===== config.mk =====
export PLATFORM = sky130hd
export DESIGN_NAME = cocr_top
export DESIGN_NICKNAME = d
export VERILOG_FILES = /design/src/cocr_pkg.sv /design/src/cocr_pins_if.sv /design/src/cocr_sync.sv /design/src/cocr_strap.sv /design/src/cocr_top.sv
export VERILOG_INCLUDE_DIRS = /design/src
export SDC_FILE = /design/constraint.sdc
export NUM_CORES = 1
export LEC_CHECK = 0
export BUFFER_PORTS_ARGS = -buffer_cell sky130_fd_sc_hd__buf_2
export CAP_MARGIN = 20
export CORE_MARGIN = 5
export CORE_UTILIZATION = 45
export CTS_BUF_LIST = sky130_fd_sc_hd__clkbuf_8
export CTS_CLUSTER_SIZE = 24
export DETAILED_ROUTE_END_ITERATION = 16
export PLACE_DENSITY = 0.65
export SKIP_CTS_REPAIR_TIMING = 1
export SYNTH_ARGS = -nofsm -noshare
export SYNTH_HDL_FRONTEND = slang
export SYNTH_SLANG_ARGS = --single-unit
export TNS_END_PERCENT = 5

===== constraint.sdc =====
create_clock -name sys_clk_i -period 4.6 [get_ports sys_clk_i]
set_clock_uncertainty 0.1 [all_clocks]
set_input_delay 0.92 -clock sys_clk_i [delete_from_list [all_inputs] [get_ports sys_clk_i]]
set_output_delay 0.92 -clock sys_clk_i [all_outputs]
set_load 0.01 [all_outputs]

===== src/cocr_map.svh =====
`ifndef COCR_MAP_SVH
`define COCR_MAP_SVH

// ****************************************
// serial slave
// ****************************************
`define COCR_SLAVE_ADDR    8'hd2
`define COCR_BLOCK_COUNT   8'h07
`define COCR_BITS_PER_BYTE 4'h8
`define COCR_LAST_BIT      4'h7
`define COCR_CMD_SINGLE    7
`define COCR_CMD_CS        6:5
`define COCR_CMD_IDX       4:0

// ****************************************
// byte offsets
// ****************************************
`define COCR_OFS_LANE_EN   5'h00
`define COCR_OFS_SE_EN     5'h01
`define COCR_OFS_SPREAD    5'h02
`define COCR_OFS_MODES     5'h03
`define COCR_OFS_REQ0      5'h04
`define COCR_OFS_REQ1      5'h05
`define COCR_OFS_TEST      5'h06

// ****************************************
// power-up values
// ****************************************
`define COCR_RST_B0        8'hff
`define COCR_RST_B1        8'hff
`define COCR_RST_B2        8'heb
`define COCR_RST_B3        8'haf
`define COCR_RST_B4        8'h03
`define COCR_RST_B5        8'h00
`define COCR_RST_B6        8'h00
`define COCR_B6_WMASK      8'hf0
`define COCR_SYNC_RST      9'h1ff

// ****************************************
// field positions
// ****************************************
`define COCR_B0_LANE       7:2
`define COCR_B0_SPARE      1:0
`define COCR_B1_XTAL       7:5
`define COCR_B1_BUS33      4
`define COCR_B1_BUS48      3
`define COCR_B1_HOST       2:0
`define COCR_B2_DEEP       7
`define COCR_B2_DRV48      6
`define COCR_B2_DRV33      5
`define COCR_B2_SPREAD     2
`define COCR_B3_REQ_HIZ    7
`define COCR_B3_HOST_PD    6
`define COCR_B3_LANE_PD    5
`define COCR_B3_HALT_HIZ   4
`define COCR_B3_HALT_MASK  3:1
`define COCR_B45_MAP       7:2
`define COCR_B6_TSEL       7
`define COCR_B6_TMODE      6
`define COCR_B6_XDRV       5
`define COCR_B6_STRAP      3:0

`endif


===== src/cocr_pkg.sv =====
package cocr_pkg;
    typedef enum logic [4:0] {
        ST_IDLE = 5'h01,
        ST_RX   = 5'h02,
        ST_ACK  = 5'h04,
        ST_TX   = 5'h08,
        ST_RACK = 5'h10
    } cocr_state_t;
    typedef enum logic [2:0] {
        SG_ADDR = 3'h1,
        SG_CMD  = 3'h2,
        SG_DATA = 3'h4
    } cocr_stage_t;
    typedef logic [7:0] cocr_byte_t;
endpackage


===== src/cocr_pins_if.sv =====
interface cocr_pins_if;
    logic       scl;
    logic       sda;
    logic       pg_n;
    logic [1:0] req_n;
    logic [3:0] strap;
    logic       strap_ok;
    logic [3:0] strap_q;
    modport syncer (output scl, sda, pg_n, req_n, strap);
    modport latch  (input pg_n, strap, output strap_ok, strap_q);
    modport core   (input scl, sda, req_n, strap_ok, strap_q);
endinterface


===== src/cocr_sync.sv =====
`include "cocr_map.svh"
module cocr_sync
(
    input  wire logic       sys_clk_i,
    input  wire logic       arst_n_i,
    input  wire logic [8:0] raw_i,
    cocr_pins_if.syncer     pins
);
    import cocr_pkg::*;
    logic [8:0] ff1;
    logic [8:0] ff2;
    logic [8:0] ff3;
    logic [8:0] filt;

    // a change only counts when the last two stages agree
    for (genvar b = 0; b < 9; b++)
    begin : g_bit
        always_ff @(posedge sys_clk_i or negedge arst_n_i)
        begin
            if (!arst_n_i)
            begin
                ff1[b]  <= 1'h1;
                ff2[b]  <= 1'h1;
                ff3[b]  <= 1'h1;
                filt[b] <= 1'h1;
            end
            else
            begin
                ff1[b] <= raw_i[b];
                ff2[b] <= ff1[b];
                ff3[b] <= ff2[b];
                if (ff2[b] == ff3[b])
                    filt[b] <= ff3[b];
            end
        end
    end

    assign pins.scl   = filt[0];
    assign pins.sda   = filt[1];
    assign pins.pg_n  = filt[2];
    assign pins.req_n = filt[4:3];
    assign pins.strap = filt[8:5];
endmodule // cocr_sync


===== src/cocr_strap.sv =====
module cocr_strap
(
    input  wire logic   sys_clk_i,
    input  wire logic   arst_n_i,
    cocr_pins_if.latch  pins
);
    import cocr_pkg::*;
    logic       taken;
    logic [3:0] held;

    // one-shot: later supply-good or strap changes are ignored
    always_ff @(posedge sys_clk_i or negedge arst_n_i)
    begin
        if (!arst_n_i)
        begin
            taken <= 1'h0;
            held  <= 4'h0;
        end
        else if (!taken && !pins.pg_n)
        begin
            taken <= 1'h1;
            held  <= pins.strap;
        end
    end

    assign pins.strap_ok = taken;
    assign pins.strap_q  = held;

    AST_STRAP_ONESHOT: assert property (@(posedge sys_clk_i) disable iff (!arst_n_i)
        taken |=> taken && $stable(held))
        else $error("strap readback changed after latch");
endmodule // cocr_strap


===== src/cocr_top.sv =====
// Contract
// - byte 0 drives lane and spare pair enables
// - byte 1 high bits enable single-ended clocks
// - byte 1 low bits enable host pairs
// - byte 2 bit 7 picks spread depth
// - byte 2 bits 6,5 set bus drive
// - byte 2 bit 2 enables spread, default off
// - byte 3 bit 7 request-stop tri-state mode
// - byte 3 bit 6 host power-down mode
// - byte 3 bit 5 lane power-down mode
// - byte 3 bit 4 host halt mode
// - byte 3 bits 3..1 host halt mask
// - byte 4 maps lanes to request 0
// - byte 5 maps lanes to request 1
// - byte 6 bits 7,6 test clock mode
// - byte 6 bit 5 crystal copy drive
// - byte 6 low bits read latched straps
// - all bytes load defaults at reset
// - answer only slave address 11010010
// - command bit 7 single, 6:5 zero, index
`include "cocr_map.svh"
module cocr_top
(
    input  wire logic       sys_clk_i,
    input  wire logic       arst_n_i,
    input  wire logic       smb_clk_i,
    input  wire logic       smb_data_i,
    output logic            smb_data_o,
    output logic            smb_data_oe_o,
    input  wire logic       supply_good_strobe_n_i,
    input  wire logic [1:0] lane_clock_request_n_i,
    input  wire logic       freq_sel_a_strap_i,
    input  wire logic       freq_sel_b_strap_i,
    input  wire logic       freq_sel_c_strap_i,
    input  wire logic       table_sel_strap_i,
    output logic [5:0]      lane_clock_en_o,
    output logic [1:0]      spare_lane_clock_en_o,
    output logic [2:0]      xtal_copy_en_o,
    output logic            bus33_clock_en_o,
    output logic            bus48_clock_en_o,
    output logic [2:0]      host_clock_en_o,
    output logic            spread_deep_o,
    output logic            bus48_strong_o,
    output logic            bus33_strong_o,
    output logic            spread_on_o,
    output logic            lane_req_stop_hiz_o,
    output logic            host_pd_hiz_o,
    output logic            lane_pd_hiz_o,
    output logic            host_halt_hiz_o,
    output logic [2:0]      host_halt_mask_o,
    output logic [5:0]      lane_stop_o,
    output logic            test_mode_o,
    output logic            test_divided_o,
    output logic            xtal_copy_strong_o,
    output logic            straps_valid_o,
    output logic [3:0]      straps_o
);
    import cocr_pkg::*;

    // ****************************************
    // pin conditioning and strap capture
    // ****************************************
    cocr_pins_if pins ();

    cocr_sync u_sync (
        .sys_clk_i (sys_clk_i),
        .arst_n_i  (arst_n_i),
        .raw_i     ({table_sel_strap_i, freq_sel_c_strap_i, freq_sel_b_strap_i,
                     freq_sel_a_strap_i, lane_clock_request_n_i,
                     supply_good_strobe_n_i, smb_data_i, smb_clk_i}),
        .pins      (pins)
    );

    cocr_strap u_strap (
        .sys_clk_i (sys_clk_i),
        .arst_n_i  (arst_n_i),
        .pins      (pins)
    );

    // ****************************************
    // serial bus edges
    // ****************************************
    localparam cocr_byte_t SLV_ADDR = `COCR_SLAVE_ADDR;

    logic scl_q;
    logic sda_q;
    logic scl_rise;
    logic scl_fall;
    logic start_c;
    logic stop_c;

    always_ff @(posedge sys_clk_i or negedge arst_n_i)
    begin
        if (!arst_n_i)
        begin
            scl_q <= 1'h1;
            sda_q <= 1'h1;
        end
        else
        begin
            scl_q <= pins.scl;
            sda_q <= pins.sda;
        end
    end

    assign scl_rise = pins.scl && !scl_q;
    assign scl_fall = !pins.scl && scl_q;
    // data moving while the clock is high frames a transfer
    assign start_c  = pins.scl && scl_q && sda_q && !pins.sda;
    assign stop_c   = pins.scl && scl_q && !sda_q && pins.sda;

    // ****************************************
    // byte engine
    // ****************************************
    cocr_state_t state;
    cocr_stage_t stage;
    logic [3:0]  bitcnt;
    cocr_byte_t  shreg;
    cocr_byte_t  rdata;
    logic        rd;
    logic        blk;
    logic        cnt_ph;
    logic        drive;
    logic [4:0]  idx;
    logic        byte_done;
    logic        addr_hit;
    logic        cmd_ok;
    logic        wr_en;
    cocr_byte_t  ctl [7];

    assign byte_done = (state == ST_RX) && scl_fall && (bitcnt == `COCR_BITS_PER_BYTE);
    assign addr_hit  = shreg[7:1] == SLV_ADDR[7:1];
    assign cmd_ok    = shreg[`COCR_CMD_CS] == 2'h0;
    // block transfers open with a byte count that is not stored
    assign wr_en     = byte_done && (stage == SG_DATA) && !(blk && cnt_ph)
                       && (idx <= `COCR_OFS_TEST);

    // the identification byte is not held here, so it reads as zero
    always_comb
    begin
        rdata = 8'h00;
        if (blk && cnt_ph)
            rdata = `COCR_BLOCK_COUNT;
        else if (idx == `COCR_OFS_TEST)
            rdata = {ctl[6][7:4], pins.strap_q};
        else if (idx < `COCR_OFS_TEST)
            rdata = ctl[idx[2:0]];
    end

    always_ff @(posedge sys_clk_i or negedge arst_n_i)
    begin
        if (!arst_n_i)
        begin
            state  <= ST_IDLE;
            stage  <= SG_ADDR;
            bitcnt <= 4'h0;
            shreg  <= 8'h00;
            rd     <= 1'h0;
            blk    <= 1'h0;
            cnt_ph <= 1'h0;
            drive  <= 1'h0;
            idx    <= 5'h00;
        end
        else if (start_c)
        begin
            state  <= ST_RX;
            stage  <= SG_ADDR;
            bitcnt <= 4'h0;
            drive  <= 1'h0;
        end
        else if (stop_c)
        begin
            state <= ST_IDLE;
            drive <= 1'h0;
        end
        else
        begin
            case (state)
                ST_RX:
                begin
                    if (scl_rise)
                    begin
                        shreg  <= {shreg[6:0], pins.sda};
                        bitcnt <= bitcnt + 4'h1;
                    end
                    else if (byte_done)
                    begin
                        case (stage)
                            SG_ADDR:
                            begin
                                rd    <= shreg[0];
                                state <= addr_hit ? ST_ACK : ST_IDLE;
                                drive <= addr_hit;
                            end
                            SG_CMD:
                            begin
                                blk    <= !shreg[`COCR_CMD_SINGLE];
                                cnt_ph <= !shreg[`COCR_CMD_SINGLE];
                                idx    <= shreg[`COCR_CMD_IDX];
                                state  <= cmd_ok ? ST_ACK : ST_IDLE;
                                drive  <= cmd_ok;
                            end
                            default:
                            begin
                                if (blk && cnt_ph)
                                    cnt_ph <= 1'h0;
                                else if (blk)
                                    idx <= idx + 5'h01;
                                state <= ST_ACK;
                                drive <= 1'h1;
                            end
                        endcase
                    end
                end
                ST_ACK:
                begin
                    if (scl_fall)
                    begin
                        bitcnt <= 4'h0;
                        if (rd)
                        begin
                            state <= ST_TX;
                            shreg <= rdata;
                            drive <= !rdata[7];
                            if (blk && cnt_ph)
                                cnt_ph <= 1'h0;
                            else if (blk)
                                idx <= idx + 5'h01;
                        end
                        else
                        begin
                            state <= ST_RX;
                            drive <= 1'h0;
                            stage <= (stage == SG_ADDR) ? SG_CMD : SG_DATA;
                        end
                    end
                end
                ST_TX:
                begin
                    if (scl_fall)
                    begin
                        if (bitcnt == `COCR_LAST_BIT)
                        begin
                            state <= ST_RACK;
                            drive <= 1'h0;
                        end
                        else
                        begin
                            shreg  <= {shreg[6:0], 1'h0};
                            drive  <= !shreg[6];
                            bitcnt <= bitcnt + 4'h1;
                        end
                    end
                end
                ST_RACK:
                begin
                    // a not-acknowledge from the host ends the read
                    if (scl_rise && pins.sda)
                        state <= ST_IDLE;
                    else if (scl_fall)
                    begin
                        state  <= ST_TX;
                        bitcnt <= 4'h0;
                        shreg  <= rdata;
                        drive  <= !rdata[7];
                        if (blk && cnt_ph)
                            cnt_ph <= 1'h0;
                        else if (blk)
                            idx <= idx + 5'h01;
                    end
                end
                default:
                begin
                    state <= ST_IDLE;
                    drive <= 1'h0;
                end
            endcase
        end
    end

    // open drain: only ever pulls low
    assign smb_data_o    = 1'h0;
    assign smb_data_oe_o = drive;

    // ****************************************
    // control bytes
    // ****************************************
    always_ff @(posedge sys_clk_i or negedge arst_n_i)
    begin
        if (!arst_n_i)
        begin
            ctl[0] <= `COCR_RST_B0;
            ctl[1] <= `COCR_RST_B1;
            ctl[2] <= `COCR_RST_B2;
            ctl[3] <= `COCR_RST_B3;
            ctl[4] <= `COCR_RST_B4;
            ctl[5] <= `COCR_RST_B5;
            ctl[6] <= `COCR_RST_B6;
        end
        else if (wr_en)
        begin
            // reserved bits simply store, strap bits keep their zero
            if (idx == `COCR_OFS_TEST)
                ctl[6] <= shreg & `COCR_B6_WMASK;
            else
                ctl[idx[2:0]] <= shreg;
        end
    end

    // request input high means the clock is not wanted
    for (genvar l = 0; l < 6; l++)
    begin : g_lane
        always_ff @(posedge sys_clk_i or negedge arst_n_i)
        begin
            if (!arst_n_i)
                lane_stop_o[l] <= 1'h0;
            else
                lane_stop_o[l] <= (ctl[4][l + 2] && pins.req_n[0])
                                  || (ctl[5][l + 2] && pins.req_n[1]);
        end
    end

    assign lane_clock_en_o       = ctl[0][`COCR_B0_LANE];
    assign spare_lane_clock_en_o = ctl[0][`COCR_B0_SPARE];
    assign xtal_copy_en_o        = ctl[1][`COCR_B1_XTAL];
    assign bus33_clock_en_o      = ctl[1][`COCR_B1_BUS33];
    assign bus48_clock_en_o      = ctl[1][`COCR_B1_BUS48];
    assign host_clock_en_o       = ctl[1][`COCR_B1_HOST];
    assign spread_deep_o         = ctl[2][`COCR_B2_DEEP];
    assign bus48_strong_o        = ctl[2][`COCR_B2_DRV48];
    assign bus33_strong_o        = ctl[2][`COCR_B2_DRV33];
    assign spread_on_o           = ctl[2][`COCR_B2_SPREAD];
    assign lane_req_stop_hiz_o   = ctl[3][`COCR_B3_REQ_HIZ];
    assign host_pd_hiz_o         = ctl[3][`COCR_B3_HOST_PD];
    assign lane_pd_hiz_o         = ctl[3][`COCR_B3_LANE_PD];
    assign host_halt_hiz_o       = ctl[3][`COCR_B3_HALT_HIZ];
    assign host_halt_mask_o      = ctl[3][`COCR_B3_HALT_MASK];
    assign test_mode_o           = ctl[6][`COCR_B6_TMODE];
    assign test_divided_o        = ctl[6][`COCR_B6_TSEL];
    assign xtal_copy_strong_o    = ctl[6][`COCR_B6_XDRV];
    assign straps_valid_o        = pins.strap_ok;
    assign straps_o              = pins.strap_q;

    // ****************************************
    // checks
    // ****************************************
    AST_LANE_WRITE: assert property (@(posedge sys_clk_i) disable iff (!arst_n_i)
        wr_en && idx == `COCR_OFS_LANE_EN |=> {lane_clock_en_o, spare_lane_clock_en_o} == $past(shreg))
        else $error("lane enables did not follow byte 0 write");
    AST_SE_WRITE: assert property (@(posedge sys_clk_i) disable iff (!arst_n_i)
        wr_en && idx == `COCR_OFS_SE_EN |=> {xtal_copy_en_o, bus33_clock_en_o, bus48_clock_en_o}
            == $past(shreg[7:3]))
        else $error("single-ended enables did not follow byte 1 write");
    AST_HOST_WRITE: assert property (@(posedge sys_clk_i) disable iff (!arst_n_i)
        wr_en && idx == `COCR_OFS_SE_EN |=> host_clock_en_o == $past(shreg[2:0]))
        else $error("host enables did not follow byte 1 write");
    AST_SPREAD_WRITE: assert property (@(posedge sys_clk_i) disable iff (!arst_n_i)
        wr_en && idx == `COCR_OFS_SPREAD |=> spread_deep_o == $past(shreg[7])
            && spread_on_o == $past(shreg[2]))
        else $error("spread controls did not follow byte 2 write");
    AST_TEST_WRITE: assert property (@(posedge sys_clk_i) disable iff (!arst_n_i)
        wr_en && idx == `COCR_OFS_TEST |=> test_mode_o == $past(shreg[6])
            && test_divided_o == $past(shreg[7]) && $stable(straps_o))
        else $error("test controls wrong or straps disturbed");
    AST_LANE_STOP: assert property (@(posedge sys_clk_i) disable iff (!arst_n_i)
        ##1 lane_stop_o == $past((ctl[4][7:2] & {6{pins.req_n[0]}}) | (ctl[5][7:2] & {6{pins.req_n[1]}})))
        else $error("lane stop does not follow request mapping");
    AST_ADDR_MISS: assert property (@(posedge sys_clk_i) disable iff (!arst_n_i)
        byte_done && stage == SG_ADDR && !addr_hit && !start_c && !stop_c
            |=> state == ST_IDLE && !smb_data_oe_o)
        else $error("foreign address was acknowledged");
    AST_CMD_CS: assert property (@(posedge sys_clk_i) disable iff (!arst_n_i)
        byte_done && stage == SG_CMD && !cmd_ok && !start_c && !stop_c
            |=> state == ST_IDLE && !smb_data_oe_o)
        else $error("command with nonzero select was acknowledged");
    AST_STRAP_READ: assert property (@(posedge sys_clk_i) disable iff (!arst_n_i)
        idx == `COCR_OFS_TEST && !(blk && cnt_ph) |-> rdata[3:0] == pins.strap_q)
        else $error("strap readback does not show latched straps");
endmodule // cocr_top


==> flow_summary.toml <==
[worst_setup_path]
rr_endpoint = "ctl[22]"
r2r-start = "state[3]"
cp_slowest_cell = "or4b_1"
reg2reg_depth = 5
crit_buf_inv = 0
critPathTopFamily = "simple AND/OR/NAND/NOR gates"
crit_type = "flip-flop to flip-flop"
endpoint_kind = "flip-flop"
crit_arrival_ns = 3.43
r2r_slack_ns = 1.41
crit_path_start_kind = "flip-flop"
crit_chain = "or4b_1 -> nand4bb_4 -> or4_4 -> nor4_4 -> mux2_2"
path_max_fanout = 9
slowest_delay_ns = 0.71
cp.required_ns = 4.84

[worst_hold_path]
hold_class = "flip-flop to flip-flop"
min-delay-start = "u_sync.ff1[6]"
min_path_cells = 0
min_to = "u_sync.ff2[6]"

[logic_synthesis]
synth_cell_type_count = 68
synthesis.area_mm2 = 0.00617
yosys.area_share.simple_pct = 11.7
yosysWarnings = 0
synthMuxAreaShare_pct = 16.7
synth_top_family_by_area = "multiplexers"
synth_xor_area_share_pct = 0.284
synth_ff_type = "dfstp_2"
synth_area_per_cell_um2 = 12.5
async_flop_share_pct = 100
synth-compound-area-share_pct = 10.1
ys_ff_latch = 130
synth_fa_ha_area_share_pct = 2.27
syn_nets = 510
ys_seq_area_share_pct = 54.1
synth_edf_count = 0
synthCells = 495

[placement]
place_ws_ns = 1.43
hpwl_um = 9440
place_inst = 681
numPortBuffers = 52
place_congestion = 0.879

[run_status]
status = "finished, final reports clean"

[grt]
grt_pass1_wl_um = 22700
grt_pass1_vias = 4110
grt_usage_pct = 18.0
grt_max_degree = 131
antenna_found_initial = 0
gr-total-overflow = 0

[clock_network]
cts-root-buf = "clkbuf_8"
cts_tree = "yes"
clockBufferDepth = 2
clk_latency_ns = 0.45
cts_buffers = 17
clkTransAtPathRegs_ns = 0.07
clkSinkCount = 130
cts_htree_levels = 4

[cells_and_area]
diodes = 0
layout.filler_cells = 1192
area_growth_pct = 11.5
stdcell_count = 713
nets = 539
drive_above_1_share_pct = 45.6
layout_commonest_cell = "dfstp_2"
final_cell_mix = "70 x dfstp_2, 65 x mux2_2, 60 x dfrtp_1, 51 x buf_2, 31 x nor2_1"

[routing]
drt-total-wl_um = 14100
detail_route.wl_per_cell_um = 19.7
first_iter_violations = 304
drt.antenna.violating_nets = 0
drcViolationCount = 0
viasPerCell = 5.70
firstDrtPassIters = 5
num_vias = 4067

[power]
vdd_drop_max_v = 0.000237
pwr-share-comb_pct = 3.1
pwr-share-clk_pct = 45.6
seqPwrFrac_pct = 51.3
powerDensity_mw_per_mm2 = 345
p_int_uw = 1860
p_leak_uw = 0.00302
swShare_pct = 21.6
switching_power_uw = 513

[floorplanning]
die_h_um = 127
start_util_pct = 46.2
rows = 42
die_x_um = 127
io_pins = 54
die_area_mm2 = 0.0162
core_area_mm2 = 0.0133

[timing]
fin_crit_ns = 3.19
maxSlewHeadroom_pct = 40.9
slew_violations = 0
fmax_mhz = 314
grt_setup_unrepaired = "no"
hold_viol = 0
timing.final.ws_setup_ns = 1.41
worst_pin_slew_ns = 0.887
setup_viol = 0
timing.final.crit_share_pct = 69.3
setup_tns_ns = 0

[flow_run]
maxCapViolations = 0
[sequential cells by signal, indices dropped and copies added, names as in the netlist, 6 cells and up]
register,cells
lane_clock_en_o,6
shreg,8
lane_stop_o,6
ctl,22
u_sync.ff3,9
u_sync.ff2,9
u_sync.ff1,9
[logic make-up (layout without fill, tap and decap cells)]
| family | after synthesis | after routing |
|---|---|---|
| other cells | 1 | 1 |
| buf+inv | 54 | 96 |
| simple gates | 123 | 123 |
| compound gates | 86 | 86 |
| flops | 130 | 130 |
| fa+ha+maj | 13 | 13 |
| xor+xnor | 2 | 2 |
| mux | 86 | 86 |
[power groups by stage]
stage,registers (uW),clock network (uW),logic (uW)
after global placement,1240,0,73.0
after floorplan,1230,0,41.0
final,1220,1080,73.4
after global routing,1220,1160,83.9
after CTS,1220,1100,75.2
after detailed placement,1240,0,74.7
[worst reg2reg max path, cell delays in order, from the launching register on]
cell       delay (ns)
dfrtp_1          0.46
or4b_1           0.71
nand4bb_4        0.34
or4_4            0.55
nor4_4           0.51
mux2_2           0.41
[stage by stage]
stage | hold WS [ns] | cell area [um^2] | total power, uW | util [%]
global route | 0.259 | 6880 | 2470 | 51.5
detailed placement | 0.247 | 6430 | 1310 | 48.2
floorplan | 0.245 | 6170 | 1270 | -
finish | 0.256 | 6880 | 2370 | 51.5
CTS | 0.256 | 6880 | 2390 | 51.5
global placement | 0.246 | 6430 | 1310 | 48.2
[metal layers]
layer | vias up | routed length (um) | track usage (%)
met4 | 0 | 227 | 6.44
met5 | - | 0 | 0
met3 | 17 | 711 | 4.67
li1 | 1860 | - | -
met1 | 2059 | 6430 | 25.3
met2 | 131 | 6680 | 27.2
[cells in the mapped netlist (10+ instances only)]
cell type  instances  area share (%)
dfstp_2           70              30
mux2_2            65              12
nor2_1            31             1.9
a22o_1            10             1.4
o21ai_0           12            0.97
clkbuf_1          16            0.97
dfrtp_1           60              24
nand2_1           16            0.97
buf_4             18             2.2
a21oi_1           11            0.89
nor3_1            11            0.89
[worst max-delay path by stage]
stage                         from       end  slack (ns)  cells past startpoint
after floorplan           state[3]   ctl[10]        1.62                      8
after global placement    state[3]   ctl[19]        1.49                      5
after detailed placement  state[3]   ctl[22]        1.43                      5
after CTS                 state[3]   ctl[22]        1.42                      5
after global routing      state[3]  shreg[4]        1.23                      5
final                     state[3]   ctl[22]        1.41                      5
[area by class of cell]
type / count / area, um^2 / area share [%]
Inverter: 9 / 33.8 / 0.491
Sequential cell: 130 / 3340 / 48.6
Timing Repair Buffer: 55 / 298 / 4.33
Clock buffer: 21 / 289 / 4.20
Multi-Input combinational cell: 311 / 2540 / 36.9
Clock inverter: 11 / 160 / 2.33
Tap cell: 176 / 220 / 3.20
Power figures use the tool's default switching activity.
